`src/verilog/tcc_pkg.sv`:
```
package tcc_pkg;

  // Bus and datapath widths
  localparam int DATA_W = 32;
  localparam int IDX_W = 8;
  localparam int IDX_LSB = 2;
  localparam int CNT_W = 16;
  localparam int NCH = 8;

  // Register indices; byte address is four times the index
  localparam logic [IDX_W-1:0] IDX_IOS = 8'h80;
  localparam logic [IDX_W-1:0] IDX_FREE_CNT = 8'h84;
  localparam logic [IDX_W-1:0] IDX_TIMER_SYSTEM_CONTROL = 8'h86;
  localparam logic [IDX_W-1:0] IDX_CMP_UPPER = 8'h88;
  localparam logic [IDX_W-1:0] IDX_CMP_LOWER = 8'h89;
  localparam logic [IDX_W-1:0] IDX_EDGE_UPPER = 8'h8A;
  localparam logic [IDX_W-1:0] IDX_EDGE_LOWER = 8'h8B;
  localparam logic [IDX_W-1:0] IDX_CH_IRQ_MASK = 8'h8C;
  localparam logic [IDX_W-1:0] IDX_OVF_PRESCALE = 8'h8D;
  localparam logic [IDX_W-1:0] IDX_CH_FLAGS = 8'h8E;
  localparam logic [IDX_W-1:0] IDX_OVF_FLAGS = 8'h8F;
  localparam logic [IDX_W-1:0] IDX_CH0 = 8'h90;
  localparam logic [IDX_W-1:0] IDX_CH1 = 8'h92;
  localparam logic [IDX_W-1:0] IDX_CH2 = 8'h94;
  localparam logic [IDX_W-1:0] IDX_CH3 = 8'h96;
  localparam logic [IDX_W-1:0] IDX_CH4 = 8'h98;
  localparam logic [IDX_W-1:0] IDX_CH5 = 8'h9A;
  localparam logic [IDX_W-1:0] IDX_CH6 = 8'h9C;
  localparam logic [IDX_W-1:0] IDX_CH7 = 8'h9E;
  localparam logic [IDX_W-1:0] IDX_ACC_CTL = 8'hA0;
  localparam logic [IDX_W-1:0] IDX_ACC_FLAGS = 8'hA1;
  localparam logic [IDX_W-1:0] IDX_ACC_CNT = 8'hA2;

  // Field positions
  localparam int TIMER_SYSTEM_CONTROL_RUN_BIT = 7;
  localparam int TIMER_SYSTEM_CONTROL_WAIT_BIT = 6;
  localparam int TIMER_SYSTEM_CONTROL_DEBUG_BIT = 5;
  localparam int TIMER_SYSTEM_CONTROL_FAST_BIT = 4;
  localparam int OVP_IRQ_BIT = 7;
  localparam int OVP_CRST_BIT = 3;
  localparam int OVP_PR_LSB = 0;
  localparam int OVF_FLAG_BIT = 7;
  localparam int ACC_EN_BIT = 6;
  localparam int ACC_GATED_BIT = 5;
  localparam int ACC_EDGE_BIT = 4;
  localparam int ACC_OVF_BIT = 1;
  localparam int ACC_IN_BIT = 0;

  // Values
  localparam logic [CNT_W-1:0] CNT_ZERO = 16'h0000;
  localparam logic [CNT_W-1:0] CNT_MAX = 16'hFFFF;
  localparam logic [DATA_W-1:0] RD_ZERO = 32'h0000_0000;
  localparam int PRE_W = 6;
  localparam logic [2:0] PRE_MAX_SHIFT = 3'h5;

  typedef enum logic [1:0] {
    BUS_IDLE = 2'b00,
    BUS_RD_WAIT = 2'b01,
    BUS_RD_DONE = 2'b11,
    BUS_WR = 2'b10
  } tcc_bus_t;

  // {hit, channel} for a channel value index
  function automatic logic [3:0] tcc_ch_decode(input logic [IDX_W-1:0] idx);
    tcc_ch_decode = {(idx[7:4] == IDX_CH0[7:4]) && !idx[0], idx[3:1]};
  endfunction : tcc_ch_decode

endpackage : tcc_pkg

```
`src/verilog/tcc_timer.sv`:
```
`timescale 1ns/1ps
module tcc_timer (
  // Clock and reset
  input wire logic clk_in,
  input wire logic rst_in,
  // AHB-Lite slave
  input wire logic hsel_in,
  input wire logic [tcc_pkg::DATA_W-1:0] haddr_in,
  input wire logic [1:0] htrans_in,
  input wire logic hwrite_in,
  input wire logic [2:0] hsize_in,
  input wire logic [tcc_pkg::DATA_W-1:0] hwdata_in,
  input wire logic hready_in,
  output logic [tcc_pkg::DATA_W-1:0] hrdata_out,
  output logic hreadyout_out,
  output logic hresp_out,
  // Processor modes
  input wire logic wait_mode_in,
  input wire logic debug_mode_in,
  // Timer port pins
  input wire logic [tcc_pkg::NCH-1:0] pin_in,
  input wire logic [tcc_pkg::NCH-1:0] port_direction_bits_in,
  input wire logic [tcc_pkg::NCH-1:0] port_data_in,
  output logic [tcc_pkg::NCH-1:0] pin_out,
  output logic [tcc_pkg::NCH-1:0] pin_oe_out,
  // Requests and ticks
  output logic [tcc_pkg::NCH-1:0] channel_irq_out,
  output logic overflow_irq_out,
  output logic accum_div64_tick_out
);
  import tcc_pkg::*;

  typedef struct packed {
    tcc_bus_t bus;
    logic [IDX_W-1:0] addr;
    logic [DATA_W-1:0] hrdata;
    logic [NCH-1:0] capture_or_compare_select;
    logic timer_run_enable;
    logic wait_stop_select;
    logic debug_halt_select;
    logic fast_flag_clear;
    logic [NCH-1:0] compare_mode_bit;
    logic [NCH-1:0] compare_level_bit;
    logic [NCH-1:0][1:0] capture_edge_code;
    logic [NCH-1:0] channel_irq_enable;
    logic overflow_irq_enable;
    logic counter_reset_on_ch7;
    logic [2:0] prescale_select;
    logic [NCH-1:0] channel_event_flag;
    logic counter_wrap_flag;
    logic [NCH-1:0][CNT_W-1:0] channel_value;
    logic [CNT_W-1:0] free_running_counter;
    logic [NCH-1:0] pin_prev;
    logic [NCH-1:0] compare_out;
    logic accum_enable;
    logic accum_gated;
    logic accum_edge;
    logic accum_overflow_flag;
    logic accum_input_flag;
    logic [CNT_W-1:0] accum_counter;
  } tcc_state_t;

  tcc_state_t s;
  tcc_state_t next_s;
  logic timer_run;
  logic accum_run;
  logic count_tick;
  logic slow_tick;
  logic [NCH-1:0] rise;
  logic [NCH-1:0] fall;
  logic [NCH-1:0] set_ch;
  logic [NCH-1:0] clr_ch;
  logic set_wrap;
  logic clr_wrap;
  logic set_acc_ovf;
  logic set_acc_in;
  logic clr_acc_ovf;
  logic clr_acc_in;
  logic acc_edge_hit;
  logic acc_level_hit;
  logic [3:0] ch_dec;
  logic [7:0] wbyte;
  logic [DATA_W-1:0] rdata;

  // Timer stops for disable, wait with stop select, debug with halt select
  assign timer_run = s.timer_run_enable & ~(wait_mode_in & s.wait_stop_select)
                     & ~(debug_mode_in & s.debug_halt_select);
  // Debug halt deliberately absent here: event counting carries on
  assign accum_run = s.accum_enable & ~(wait_mode_in & s.wait_stop_select);

  tcc_prescaler #(
    .STAGES(PRE_W)
  ) u_prescaler (
    .clk_in(clk_in),
    .rst_in(rst_in),
    .run_in(timer_run),
    .sel_in(s.prescale_select),
    .count_tick_out(count_tick),
    .slow_tick_out(slow_tick)
  );

  assign rise = pin_in & ~s.pin_prev;
  assign fall = ~pin_in & s.pin_prev;

  // Read data for the index held in the address phase
  always_comb begin
    rdata = RD_ZERO;
    ch_dec = tcc_ch_decode(s.addr);
    if (ch_dec[3]) begin
      rdata[CNT_W-1:0] = s.channel_value[ch_dec[2:0]];
    end else begin
      case (s.addr)
        IDX_IOS: rdata[7:0] = s.capture_or_compare_select;
        IDX_FREE_CNT: rdata[CNT_W-1:0] = s.free_running_counter;
        IDX_TIMER_SYSTEM_CONTROL: begin
          rdata[TIMER_SYSTEM_CONTROL_RUN_BIT] = s.timer_run_enable;
          rdata[TIMER_SYSTEM_CONTROL_WAIT_BIT] = s.wait_stop_select;
          rdata[TIMER_SYSTEM_CONTROL_DEBUG_BIT] = s.debug_halt_select;
          rdata[TIMER_SYSTEM_CONTROL_FAST_BIT] = s.fast_flag_clear;
        end
        IDX_CMP_UPPER: begin
          for (int k = 0; k < 4; k++) begin
            rdata[2*k+1] = s.compare_mode_bit[4+k];
            rdata[2*k] = s.compare_level_bit[4+k];
          end
        end
        IDX_CMP_LOWER: begin
          for (int k = 0; k < 4; k++) begin
            rdata[2*k+1] = s.compare_mode_bit[k];
            rdata[2*k] = s.compare_level_bit[k];
          end
        end
        IDX_EDGE_UPPER: rdata[7:0] = {s.capture_edge_code[7], s.capture_edge_code[6],
                                      s.capture_edge_code[5], s.capture_edge_code[4]};
        IDX_EDGE_LOWER: rdata[7:0] = {s.capture_edge_code[3], s.capture_edge_code[2],
                                      s.capture_edge_code[1], s.capture_edge_code[0]};
        IDX_CH_IRQ_MASK: rdata[7:0] = s.channel_irq_enable;
        IDX_OVF_PRESCALE: begin
          rdata[OVP_IRQ_BIT] = s.overflow_irq_enable;
          rdata[OVP_CRST_BIT] = s.counter_reset_on_ch7;
          rdata[OVP_PR_LSB +: 3] = s.prescale_select;
        end
        IDX_CH_FLAGS: rdata[7:0] = s.channel_event_flag;
        IDX_OVF_FLAGS: rdata[OVF_FLAG_BIT] = s.counter_wrap_flag;
        IDX_ACC_CTL: begin
          rdata[ACC_EN_BIT] = s.accum_enable;
          rdata[ACC_GATED_BIT] = s.accum_gated;
          rdata[ACC_EDGE_BIT] = s.accum_edge;
        end
        IDX_ACC_FLAGS: begin
          rdata[ACC_OVF_BIT] = s.accum_overflow_flag;
          rdata[ACC_IN_BIT] = s.accum_input_flag;
        end
        IDX_ACC_CNT: rdata[CNT_W-1:0] = s.accum_counter;
        default: rdata = RD_ZERO;
      endcase
    end
  end

  always_comb begin
    next_s = s;
    set_ch = '0;
    clr_ch = '0;
    set_wrap = 1'b0;
    clr_wrap = 1'b0;
    set_acc_ovf = 1'b0;
    set_acc_in = 1'b0;
    clr_acc_ovf = 1'b0;
    clr_acc_in = 1'b0;
    wbyte = hwdata_in[7:0];

    // Bus data phase
    case (s.bus)
      BUS_RD_WAIT: begin
        next_s.hrdata = rdata;
        next_s.bus = BUS_RD_DONE;
        if (s.fast_flag_clear) begin
          if (ch_dec[3] && !s.capture_or_compare_select[ch_dec[2:0]]) begin
            clr_ch[ch_dec[2:0]] = 1'b1;
          end
          if (s.addr == IDX_FREE_CNT) begin
            clr_wrap = 1'b1;
          end
          if (s.addr == IDX_ACC_CNT) begin
            clr_acc_ovf = 1'b1;
            clr_acc_in = 1'b1;
          end
        end
      end
      BUS_WR: begin
        if (ch_dec[3]) begin
          if (s.capture_or_compare_select[ch_dec[2:0]]) begin
            next_s.channel_value[ch_dec[2:0]] = hwdata_in[CNT_W-1:0];
            clr_ch[ch_dec[2:0]] = s.fast_flag_clear;
          end
        end else begin
          case (s.addr)
            IDX_IOS: next_s.capture_or_compare_select = wbyte;
            // Counter is read-only here; the write still counts as an access
            IDX_FREE_CNT: clr_wrap = s.fast_flag_clear;
            IDX_TIMER_SYSTEM_CONTROL: begin
              next_s.timer_run_enable = wbyte[TIMER_SYSTEM_CONTROL_RUN_BIT];
              next_s.wait_stop_select = wbyte[TIMER_SYSTEM_CONTROL_WAIT_BIT];
              next_s.debug_halt_select = wbyte[TIMER_SYSTEM_CONTROL_DEBUG_BIT];
              next_s.fast_flag_clear = wbyte[TIMER_SYSTEM_CONTROL_FAST_BIT];
            end
            IDX_CMP_UPPER: begin
              for (int k = 0; k < 4; k++) begin
                next_s.compare_mode_bit[4+k] = wbyte[2*k+1];
                next_s.compare_level_bit[4+k] = wbyte[2*k];
              end
            end
            IDX_CMP_LOWER: begin
              for (int k = 0; k < 4; k++) begin
                next_s.compare_mode_bit[k] = wbyte[2*k+1];
                next_s.compare_level_bit[k] = wbyte[2*k];
              end
            end
            IDX_EDGE_UPPER: begin
              for (int k = 0; k < 4; k++) begin
                next_s.capture_edge_code[4+k] = wbyte[2*k +: 2];
              end
            end
            IDX_EDGE_LOWER: begin
              for (int k = 0; k < 4; k++) begin
                next_s.capture_edge_code[k] = wbyte[2*k +: 2];
              end
            end
            IDX_CH_IRQ_MASK: next_s.channel_irq_enable = wbyte;
            IDX_OVF_PRESCALE: begin
              next_s.overflow_irq_enable = wbyte[OVP_IRQ_BIT];
              next_s.counter_reset_on_ch7 = wbyte[OVP_CRST_BIT];
              next_s.prescale_select = wbyte[OVP_PR_LSB +: 3];
            end
            // Write-one-to-clear works whether or not fast clearing is on
            IDX_CH_FLAGS: clr_ch = wbyte;
            IDX_OVF_FLAGS: clr_wrap = wbyte[OVF_FLAG_BIT];
            IDX_ACC_CTL: begin
              next_s.accum_enable = wbyte[ACC_EN_BIT];
              next_s.accum_gated = wbyte[ACC_GATED_BIT];
              next_s.accum_edge = wbyte[ACC_EDGE_BIT];
            end
            IDX_ACC_FLAGS: begin
              clr_acc_ovf = wbyte[ACC_OVF_BIT];
              clr_acc_in = wbyte[ACC_IN_BIT];
            end
            IDX_ACC_CNT: begin
              next_s.accum_counter = hwdata_in[CNT_W-1:0];
              clr_acc_ovf = s.fast_flag_clear;
              clr_acc_in = s.fast_flag_clear;
            end
            default: next_s.bus = BUS_WR;
          endcase
        end
      end
      default: next_s.bus = s.bus;
    endcase

    // Address phase; a read costs one wait state so it sees the prior write
    if (s.bus != BUS_RD_WAIT) begin
      if (hsel_in && htrans_in[1] && hready_in) begin
        next_s.addr = haddr_in[IDX_LSB +: IDX_W];
        next_s.bus = hwrite_in ? BUS_WR : BUS_RD_WAIT;
      end else begin
        next_s.bus = BUS_IDLE;
      end
    end

    // Counter and compares, once per prescaled tick
    if (count_tick) begin
      for (int i = 0; i < NCH; i++) begin
        if (s.capture_or_compare_select[i] && s.free_running_counter == s.channel_value[i]) begin
          set_ch[i] = 1'b1;
          case ({s.compare_mode_bit[i], s.compare_level_bit[i]})
            2'b01: next_s.compare_out[i] = ~s.compare_out[i];
            2'b10: next_s.compare_out[i] = 1'b0;
            2'b11: next_s.compare_out[i] = 1'b1;
            default: next_s.compare_out[i] = s.compare_out[i];
          endcase
        end
      end
      // Reset path wins over the wrap, which keeps the flag quiet at all ones
      if (s.counter_reset_on_ch7 && set_ch[NCH-1]) begin
        next_s.free_running_counter = CNT_ZERO;
      end else begin
        next_s.free_running_counter = s.free_running_counter + 1'b1;
        set_wrap = (s.free_running_counter == CNT_MAX);
      end
    end

    // Captures run regardless of timer activity
    for (int i = 0; i < NCH; i++) begin
      if (!s.capture_or_compare_select[i] &&
          ((s.capture_edge_code[i][0] && rise[i]) || (s.capture_edge_code[i][1] && fall[i]))) begin
        next_s.channel_value[i] = s.free_running_counter;
        set_ch[i] = 1'b1;
      end
    end
    next_s.pin_prev = pin_in;

    // Accumulator on channel 7 pin; trailing gate edge equals the event edge
    acc_edge_hit = s.accum_edge ? rise[NCH-1] : fall[NCH-1];
    acc_level_hit = s.accum_edge ? ~pin_in[NCH-1] : pin_in[NCH-1];
    if (accum_run && acc_edge_hit) begin
      set_acc_in = 1'b1;
    end
    if (accum_run && (s.accum_gated ? (slow_tick && acc_level_hit) : acc_edge_hit)) begin
      next_s.accum_counter = s.accum_counter + 1'b1;
      set_acc_ovf = (s.accum_counter == CNT_MAX);
    end

    // Flag update: a set in the same cycle as its clear survives
    next_s.channel_event_flag = (s.channel_event_flag & ~clr_ch) | set_ch;
    next_s.counter_wrap_flag = (s.counter_wrap_flag & ~clr_wrap) | set_wrap;
    next_s.accum_overflow_flag = (s.accum_overflow_flag & ~clr_acc_ovf) | set_acc_ovf;
    next_s.accum_input_flag = (s.accum_input_flag & ~clr_acc_in) | set_acc_in;
  end

  // Pin drive
  always_comb begin
    for (int i = 0; i < NCH; i++) begin
      if (s.capture_or_compare_select[i] && (s.compare_mode_bit[i] || s.compare_level_bit[i])) begin
        pin_oe_out[i] = 1'b1;
        pin_out[i] = s.compare_out[i];
      end else begin
        pin_oe_out[i] = port_direction_bits_in[i];
        pin_out[i] = port_data_in[i];
      end
    end
  end

  assign channel_irq_out = s.channel_event_flag & s.channel_irq_enable;
  assign overflow_irq_out = s.counter_wrap_flag & s.overflow_irq_enable;
  assign accum_div64_tick_out = slow_tick;
  assign hrdata_out = s.hrdata;
  assign hreadyout_out = (s.bus != BUS_RD_WAIT);
  assign hresp_out = 1'b0;

  always_ff @(posedge clk_in) begin
    if (rst_in) begin
      s <= '0;
    end else begin
      s <= next_s;
    end
  end

endmodule : tcc_timer

```
`src/verilog/tcc_prescaler.sv`:
```
`timescale 1ns/1ps
module tcc_prescaler #(
  parameter int STAGES = tcc_pkg::PRE_W
) (
  // Clock and reset
  input wire logic clk_in,
  input wire logic rst_in,
  // Control
  input wire logic run_in,
  input wire logic [2:0] sel_in,
  // Ticks
  output logic count_tick_out,
  output logic slow_tick_out
);
  import tcc_pkg::*;

  typedef struct packed {
    logic [STAGES-1:0] cnt;
    logic [2:0] shift;
  } tcc_pre_state_t;

  tcc_pre_state_t s;
  tcc_pre_state_t next_s;
  logic [STAGES-1:0] mask;

  always_comb begin
    next_s = s;
    mask = STAGES'((1 << s.shift) - 1);
    if (run_in) begin
      next_s.cnt = s.cnt + 1'b1;
      // Divisor swaps only with all stages at zero, so no short first period unless the old divisor was 1
      if (s.cnt == '0) begin
        next_s.shift = (sel_in > PRE_MAX_SHIFT) ? PRE_MAX_SHIFT : sel_in;
      end
    end
  end

  assign count_tick_out = run_in & ((s.cnt & mask) == mask);
  assign slow_tick_out = run_in & (s.cnt == '1);

  always_ff @(posedge clk_in) begin
    if (rst_in) begin
      s <= '0;
    end else begin
      s <= next_s;
    end
  end

endmodule : tcc_prescaler

```
`config.mk`:
```
export PLATFORM = sky130hd
export DESIGN_NAME = tcc_timer
export DESIGN_NICKNAME = d
export VERILOG_FILES = /design/src/verilog/tcc_pkg.sv /design/src/verilog/tcc_timer.sv /design/src/verilog/tcc_prescaler.sv
export SDC_FILE = /design/constraint.sdc
export NUM_CORES = 1
export LEC_CHECK = 0
export ABC_AREA = 1
export BUFFER_PORTS_ARGS = -buffer_cell sky130_fd_sc_hd__buf_2
export CORE_ASPECT_RATIO = 1.1
export CORE_MARGIN = 2
export CORE_UTILIZATION = 46
export CTS_CLUSTER_DIAMETER = 150
export DETAILED_ROUTE_END_ITERATION = 16
export HOLD_SLACK_MARGIN = 0.06
export PLACE_DENSITY = 0.69
export SETUP_SLACK_MARGIN = 0.2
export SYNTH_ARGS = -nofsm -noshare
export SYNTH_HDL_FRONTEND = slang
export SYNTH_SLANG_ARGS = --single-unit
export TNS_END_PERCENT = 10
```
`constraint.sdc`:
```
create_clock -name clk_in -period 1.8 [get_ports clk_in]
set_clock_uncertainty 0.15 [all_clocks]
set_input_delay 0.27 -clock clk_in [delete_from_list [all_inputs] [get_ports clk_in]]
set_output_delay 0.27 -clock clk_in [all_outputs]
set_load 0.05 [all_outputs]
```
# == Word level (Yosys, flattened, before mapping) ==
# Cells that the tools add are included.
# word_totals
register_bits,282
in_bits,100
output_inout_bits,60
wordCells,404
# classes
add_sub_neg,4
magnitude_cmp,3
n_eq_ne,57
shift,1
n_mux,107
bitwise,39
reduce_logical,141
# op_table
cell,n
$mux W128,3
$mux W16,16
$bwmux W128,1
$eq A16 B16 Y1,8
$eq A8 B8 Y1 const B,14
$reduce_and A3 Y1,27
$mux W8,7
$reduce_bool A2 Y1,26
$logic_and A1 B1 Y1,49
$mux W1,49
$bmux W16 S3,1
$demux W16 S3,1
$and A8 B8 Y8,5
$eq A2 B2 Y1 const B,17
$pmux W3 S11,1
$add A16 B1 Y16 const B,2
$eq A16 B16 Y1 const B,2
$pmux W8 S2,2
$reduce_bool A3 Y1,9
$not A8 Y8,3
$pmux W1 S3,8
$pmux W2 S11,1
$pmux W2 S10,1
$eq A2 B1 Y1 const B,9
29 further kinds,90

# == Longest topological paths before layout ==
# Gate-level depths: netlist of the first run.
# logic_depth
ltp_word,11
depth_mapped,13
depth_no_buf,12

# == Hierarchy ==
# A second synthesis of the first run with hierarchy kept.
# hier_totals
hier_cells,2955
hier_area_um2,18370.1
# modules_own_cells
module,n_inst,cells_each,area_each_um2,seq_area_each_um2
tcc_timer,1,2867,17837.1,5465.2
tcc_prescaler,1,88,533.0,180.2

# == Worst setup path before layout of the first run ==
# Ideal clock, no wire load.
# synth_path
path_type,register to register
from,register s[288] (netlist name)
to,register s[181] (netlist name)
setup_ns,0.070
t_arrival_ns,1.816
required_ns,1.580
setup_slack_ns,-0.236
stages_incl_launch_ff,9
n_path_buf,1
period_less_slack_ns,2.036
cell_sequence,dfxtp_1 inv_1 ha_1 inv_1 clkbuf_1 a21oi_1 nand2_1 nand2_1 a21oi_1
# synth_via
elab_chain_cells,5
elab_cells_between_ends,6
cone_classes,eq/ne: 2; mux: 1; bitwise: 3
# synth_rtl
item,line,rtl
from (decl),tcc_timer.sv:63,tcc_state_t s;
from (signal assigned),tcc_timer.sv:343,s <= next_s;
$eq A2 B2 Y1 / $eq A2 B1 Y1 (equally long branches),tcc_timer.sv:173,case (s.bus)
$pmux W1 S2 (*),tcc_timer.sv:173,
$not A1 Y1 (*),tcc_timer.sv:314,next_s.counter_wrap_flag = (s.counter_wrap_flag & ~clr_wrap) | set_wrap;
$and A1 B1 Y1 (*),tcc_timer.sv:314,
$or A1 B1 Y1 (*),tcc_timer.sv:314,
# Every way passes the cells marked *; elsewhere a longest branch is shown, timed or not.
# A chain may end at the register's enable or synchronous reset.

# == Final worst setup path of the first run ==
# layout_path
from,register s[236] (netlist name)
to,register s[49] (netlist name)
# layout_via
elab_chain_cells,4
# layout_rtl
item,line,rtl
$and A1 B1 Y1,tcc_timer.sv:87,& ~(debug_mode_in & s.debug_halt_select);
$not A1 Y1,tcc_timer.sv:87,
$and A1 B1 Y1,tcc_timer.sv:87,
$and A1 B1 Y1,tcc_prescaler.sv:38,assign count_tick_out = run_in & ((s.cnt & mask) == mask);
# No other way between the ends.

==> impl_results.md, run 1 <==
- Crit path required time: around 2100 ps
- Final critical-path setup slack: -508 ps
- Highest clock rate: around 430 MHz
- Num CTS Buffers: 36
- Minimum clock period: about 2300 ps
- Post-synth ARST share: 0%
- Status: finished with violations
- Vias: 24600
- Most frequent cell after synthesis: nand2_1
- Clock root cell: clkbuf_16
- Unrepaired setup endpoints after global routing: yes
- Vias in the first global route: 23200
- Pleak: between 10 and 15 nW
- Wire per inst: roughly 24 um
- Routed wl met3: ~11000 um
- Final WL: approximately 100000 um
- Total grt overflow: 0
- Worst Hold Class: in2reg
- Drt via density: 5.92
- Top FF cell, synth: dfxtp_1
- Ports: 160
- Worst-path clk slew: around 60 ps
- Slew headroom: 61.0%
- Slew Limit Fails: 0
- Metal2 WL: roughly 43000 um
- Gpl congestion: around 1.1
- Peak VDD IR: between 0.0008 and 0.0009 V
- Pin count of the biggest net entering global routing: 98
- Failing checks: negative setup slack
- Seq cells post-synth: approximately 280
- Crit end category: register
- Max Used Layer: met5
- Measured slew at the worst slew-check pin: between 500 and 600 ps
- Layout cells sized above 1: 33.8%
- Starting DRT DRC Count: just over 3000
- Average cell area after synthesis: about 6.1 sq um
- Antenna violations before repair: 4
- Final count of hold timing violations: 0
- Clock Sinks: between 200 and 300
- Critical path type: reg2reg
- I/O Buffers: 98
- Largest area contributor in the netlist: dfxtp_1
- Initial Utilization: between 40% and 50%
- Site row count: 76
- CTS H-tree depth: 2
- Final Cycle Share: 128%
- Post-synth design cell area: around 0.018 sq mm
- Sum Neg Setup Slack: -48650 ps
- Area growth syn-to-layout: 54.8%
- Synth cell types: 47
- Cell Pwr Density: approximately 630 mW/mm^2
- Post-synth EDFFs: 0
- CP max FO: 5
- Clock Latency Late Sink: around 570 ps
- Endpoints failing setup: between 200 and 300
- CTS Buffer Depth: 3
- Mapped Cells: around 3000
- Setup crit start kind: register
- Post-DRT Antenna Nets: 0
- Post-DP HPWL: around 73000 um
- TritonCTS clock tree: built
- Total core area: slightly below 0.04 sq mm
- First drt pass iteration count: 7
- Post-route DRC: 0
- First-pass GRT wire length: around 140000 um
- Post-synthesis sequential area ratio: between 30% and 40%
- Total power: roughly 0.018 W
- Die ar.: 0.0412 sq mm
- Die Wd: about 190 um
- Fin nets: between 3000 and 4000
- DRT met1 WL: 35700 um
- Share of the synthesized area in the top cell type: 31.0%
- Synth cell count leaders: 651 x nand2_1, 500 x nor2_1, 294 x o21ai_0
- Worst EP arrival: 2610 ps
- Yosys Warn Count: 0
- Max-cap violations: 0
- Total track usage: 46.1%
- Top post-synthesis cells by area: dfxtp_1 31%, nand2_1 13%, nor2_1 10%
- Die Height: between 200 and 250 um
path summary, 6_finish.rpt:
kind	depth (start not counted)	endpoint	slack, ps	start
worst max-delay path	14	s[49]	-510	s[236]
worst min-delay path	5	s[15]	70	hwdata_in[15]
worst max register to register	14	s[49]	-510	s[236]
worst min register to register	2	s[197]	330	s[197]
kinds of logic after synthesis:
logic type               synth area share, %
XOR/XNOR                                2.98
other                                 0.0206
AND/OR/NAND/NOR                         35.9
adder cells (fa/ha/maj)                0.480
multiplexers                           0.494
AO/OA/AOI/OAI                           18.5
flip-flops                              31.0
buffers and inverters                   10.7
layout by cell type, fill, tap and decap left out, types with 38 or more instances in the layout:
cell type	n
nand2_2	40
o21ai_1	75
nor2_4	59
nor3_1	76
clkbuf_16	38
o21ai_2	45
buf_4	498
a21oi_1	195
nand4_1	47
nand3_1	143
inv_1	223
buf_6	97
nor2_1	438
nand2_1	585
dfxtp_1	240
buf_2	55
buf_12	58
o21ai_0	179
a21oi_2	47
area by class of cell:
type / count / area, sq um
Antenna cell: 1 / 2.50
Clock buffer: 47 / 1020
Clock inverter: 19 / 269
Fill cell: 3152 / 10900
Inverter: 265 / 1060
Multi-Input combinational cell: 2268 / 12500
Sequential cell: 282 / 5730
Tap cell: 507 / 634
Timing Repair Buffer: 767 / 7020
registers in the layout, summed over array words and instances, names as in the netlist:
signal and cells:
s 254, hrdata_out 16, u_prescaler.s 9, ch_dec 3
where the power goes:
| part | internal, W | switching (W) |
|---|---|---|
| registers | 0.00640 | 0.000176 |
| clock network | 0.00491 | 0.00325 |
| logic | 0.00119 | 0.00190 |
| total | 0.0125 | 0.00533 |
metal layers:
metal,vias to the layer above,global-route usage (%)
li1,11000,-
met1,11300,54.2
met2,1733,73.1
met3,536,9.49
met4,4,38.2
met5,-,0
per-stage QoR:
| stage | area, sq um | setup WS, ps | hold slack (ps) | cells | util [%] |
|---|---|---|---|---|---|
| floorplan | 18500 | -17.0 | 245 | 3002 | - |
| global placement | 23600 | -408 | 302 | 3987 | 60.4 |
| detailed placement | 23600 | -430 | 317 | 3987 | 60.4 |
| CTS | 27400 | -440 | 60.4 | 4147 | 70.0 |
| global route | 28200 | -575 | 105 | 4156 | 72.2 |
| finish | 28200 | -508 | 69.1 | 4156 | 72.2 |
worst max-delay path, stage by stage, from the launching register on:
cell and delay [ps]:
dfxtp_2 320, nand2_2 60, nand2_2 60, nor2_4 200, buf_6 140, buf_6 90, buf_6 90, nand3_4 100
a21oi_4 170, buf_12 180, buf_12 130, nand4_1 140, nand2_2 150, buf_6 160, nor2_4 40
timing repair:
action	in CTS	in global routing
buffers inserted	60	7
gates cloned	5	1
gates resized for setup	531	230
endpoints found under the hold margin	49	0
setup endpoints to repair	296	300
hold buffers	29	0
pin swaps	90	64
Note: power is estimated with default switching activity, not from simulation.
==> inputs of run 2 (changes only) <==
CORE_ASPECT_RATIO = unset   (was 1.1)
CORE_UTILIZATION = 23   (was 46)
PLACE_DENSITY = 0.41   (was 0.69)
==> run 2 against run 1 <==
Effect of this change:
- the run still ends with negative setup slack left
- combinational power is 4% higher
- clock power barely moved
- maximum frequency grew 5.5%
- largest cell class unchanged
- sequential cell count unchanged
- final cell count increased by 15%
- critical endpoint is now accum_div64_tick_out
- sequential power about the same
==> impl_results.md, run 2 (synthesis gave the netlist of run 1 again) <==
- Crit path required time: 1380 ps
- Die ar.: approximately 0.08 sq mm
- Fillers: between 8000 and 9000
- First drt pass iteration count: 6
- Setup crit start kind: register
- Cell Pwr Density: around 600 mW/mm^2
- Post-DP HPWL: between 80000 and 90000 um
- Layout cells sized above 1: 36.0%
- DRT met1 WL: about 45000 um
- Peak VDD IR: slightly above 0.0006 V
- Dpl cell area: roughly 0.025 sq mm
- Slew headroom: roughly three fifths
- Total core area: ~0.08 sq mm
- Max Used Layer: met4
- Register area: roughly 0.0057 sq mm
- Post-DRT Antenna Nets: 0
- Status: finished with violations
- TritonCTS clock tree: built
- Worst path top cell family by delay: flip-flops
- Crit path cell chain: ha_4 -> inv_4 -> buf_6 -> nor3_4 -> inv_2 -> nor2_4 -> buf_8
- Commonest non-fill, non-tap cells in the layout: 572 x nand2_1, 544 x buf_4, 443 x nor2_1, 233 x dfxtp_1, 220 x inv_1
- Final WL: ~100000 um
- Gpl congestion: ~0.98
- Cell area after layout: approximately 0.03 sq mm
- Wire per inst: about 22 um
- Endpoints failing setup: 257
- Multi-input logic area: 0.0125 sq mm
- Failing checks: negative setup slack
- Crit end category: output port
- Vias: 23200
- CTS Buffer Depth: 3
- First-pass GRT wire length: roughly 150000 um
- Die Wd: approximately 290 um
- Max FFs per register: approximately 250
- Crit-path slowest cell: dfxtp_4
- Antenna violations before repair: 1
- Highest clock rate: between 400 and 500 MHz
- Clock Sinks: around 280
- Worst EP arrival: 1770 ps
- Total grt overflow: 0
- WP buf/inv: 4
- Routed wl met3: around 6000 um
- Metal2 WL: roughly 48000 um
- Die Height: around 290 um
- Worst-path clk slew: about 60 ps
- Fin nets: 3826
- Commonest non-fill, non-tap cell in the layout: nand2_1
- Area growth syn-to-layout: 64.1%
- Critical path type: reg2out
- Unrepaired setup endpoints after global routing: yes
- CP max FO: 3
- Site row count: roughly 100
- Max-cap violations: 0
- I/O Buffers: 98
- Biggest register: s
- Final Cycle Share: 121%
- Num CTS Buffers: 40
- Total track usage: 24.9%
- Clock root cell: clkbuf_16
- Pleak: 12.8 nW
- Measured slew at the worst slew-check pin: slightly below 600 ps
- Starting DRT DRC Count: between 1500 and 2000
- CTS H-tree depth: 2
- Final critical-path setup slack: -387 ps
- Minimum clock period: between 2000 and 2500 ps
- Antenna cells: 0
- Final count of hold timing violations: 0
- Vias in the first global route: ~22000
- Clock Latency Late Sink: ~600 ps
- Worst Hold Class: in2reg
- Drt via density: ~4.8
- Slew Limit Fails: 0
- Pin count of the biggest net entering global routing: 57
- Crit-path max cell delay: between 300 and 400 ps
- Ports: between 150 and 200
- Post-route DRC: 0
- Sum Neg Setup Slack: -33910 ps
- Initial Utilization: roughly 23%
==> run 2: cell count changes in the layout (fill, tap and decap cells not counted), moves of 12 or more <==
cell,before,now
o21ai_0,179,192
nor2_4,59,43
buf_12,58,71
buf_2,55,67
nand2_1,585,572
buf_6,97,120
buf_4,498,544
==> run 2: power breakdown <==
| part | total [W] | internal (W) | switching [W] | leakage [nW] |
|---|---|---|---|---|
| Clock | 0.00816 | 0.00479 | 0.00338 | 0.640 |
| Sequential | 0.00658 | 0.00639 | 0.000183 | 2.32 |
| Combinational | 0.00321 | 0.00130 | 0.00191 | 9.88 |
| Total | 0.0180 | 0.0125 | 0.00547 | 12.8 |
==> run 2: final timing paths <==
check,start,end,slack (ps),depth (start not counted)
min reg2reg,s[16],s[16],330,2
max,u_prescaler.s[4],accum_div64_tick_out,-390,7
min,hwdata_in[7],s[202],70,4
max reg2reg,u_prescaler.s[3],s[50],-260,11
==> run 2: tightest hold or removal path, stage by stage <==
cell     delay (ps)
buf_2           110
buf_4           200
o21ai_1         140
a21oi_1          40
==> run 2: area by class of cell <==
type,instances,area share [%]
clock buffers,60,3.90
clock inverters,11,0.485
inverters,265,3.65
multi-input cells,2267,41.9
flip-flops and latches,282,19.2
well taps,1050,4.39
repair buffers,863,26.5
==> run 2: timing repair <==
item / 4_1_cts / 5_1_grt
hold endpoints to repair: 106 / 0
setup endpoints to repair: 307 / 311
gates cloned: 2 / 2
resized for setup: 510 / 277
hold buffers: 39 / 0
setup buffers: 62 / 37
pin swaps: 110 / 78
==> run 2: metal layers <==
metal / GRT usage, % / up-vias
met5: 0 / -
met4: 10.7 / 0
met3: 2.77 / 208
met2: 41.5 / 778
met1: 32.6 / 10900
li1: - / 11200
==> run 2: metrics by stage <==
| stage | utilization [%] | worst slack (ps) | std cells | hold WS [ps] | power, W |
|---|---|---|---|---|---|
| floorplan | - | -17.0 | 3002 | 245 | 0.00805 |
| global placement | 31.5 | -405 | 4585 | 304 | 0.00944 |
| detailed placement | 31.5 | -378 | 4585 | 317 | 0.00943 |
| CTS | 36.4 | -509 | 4759 | 87.8 | 0.0179 |
| global route | 38.0 | -441 | 4798 | 86.6 | 0.0185 |
| finish | 38.0 | -387 | 4798 | 75.0 | 0.0180 |
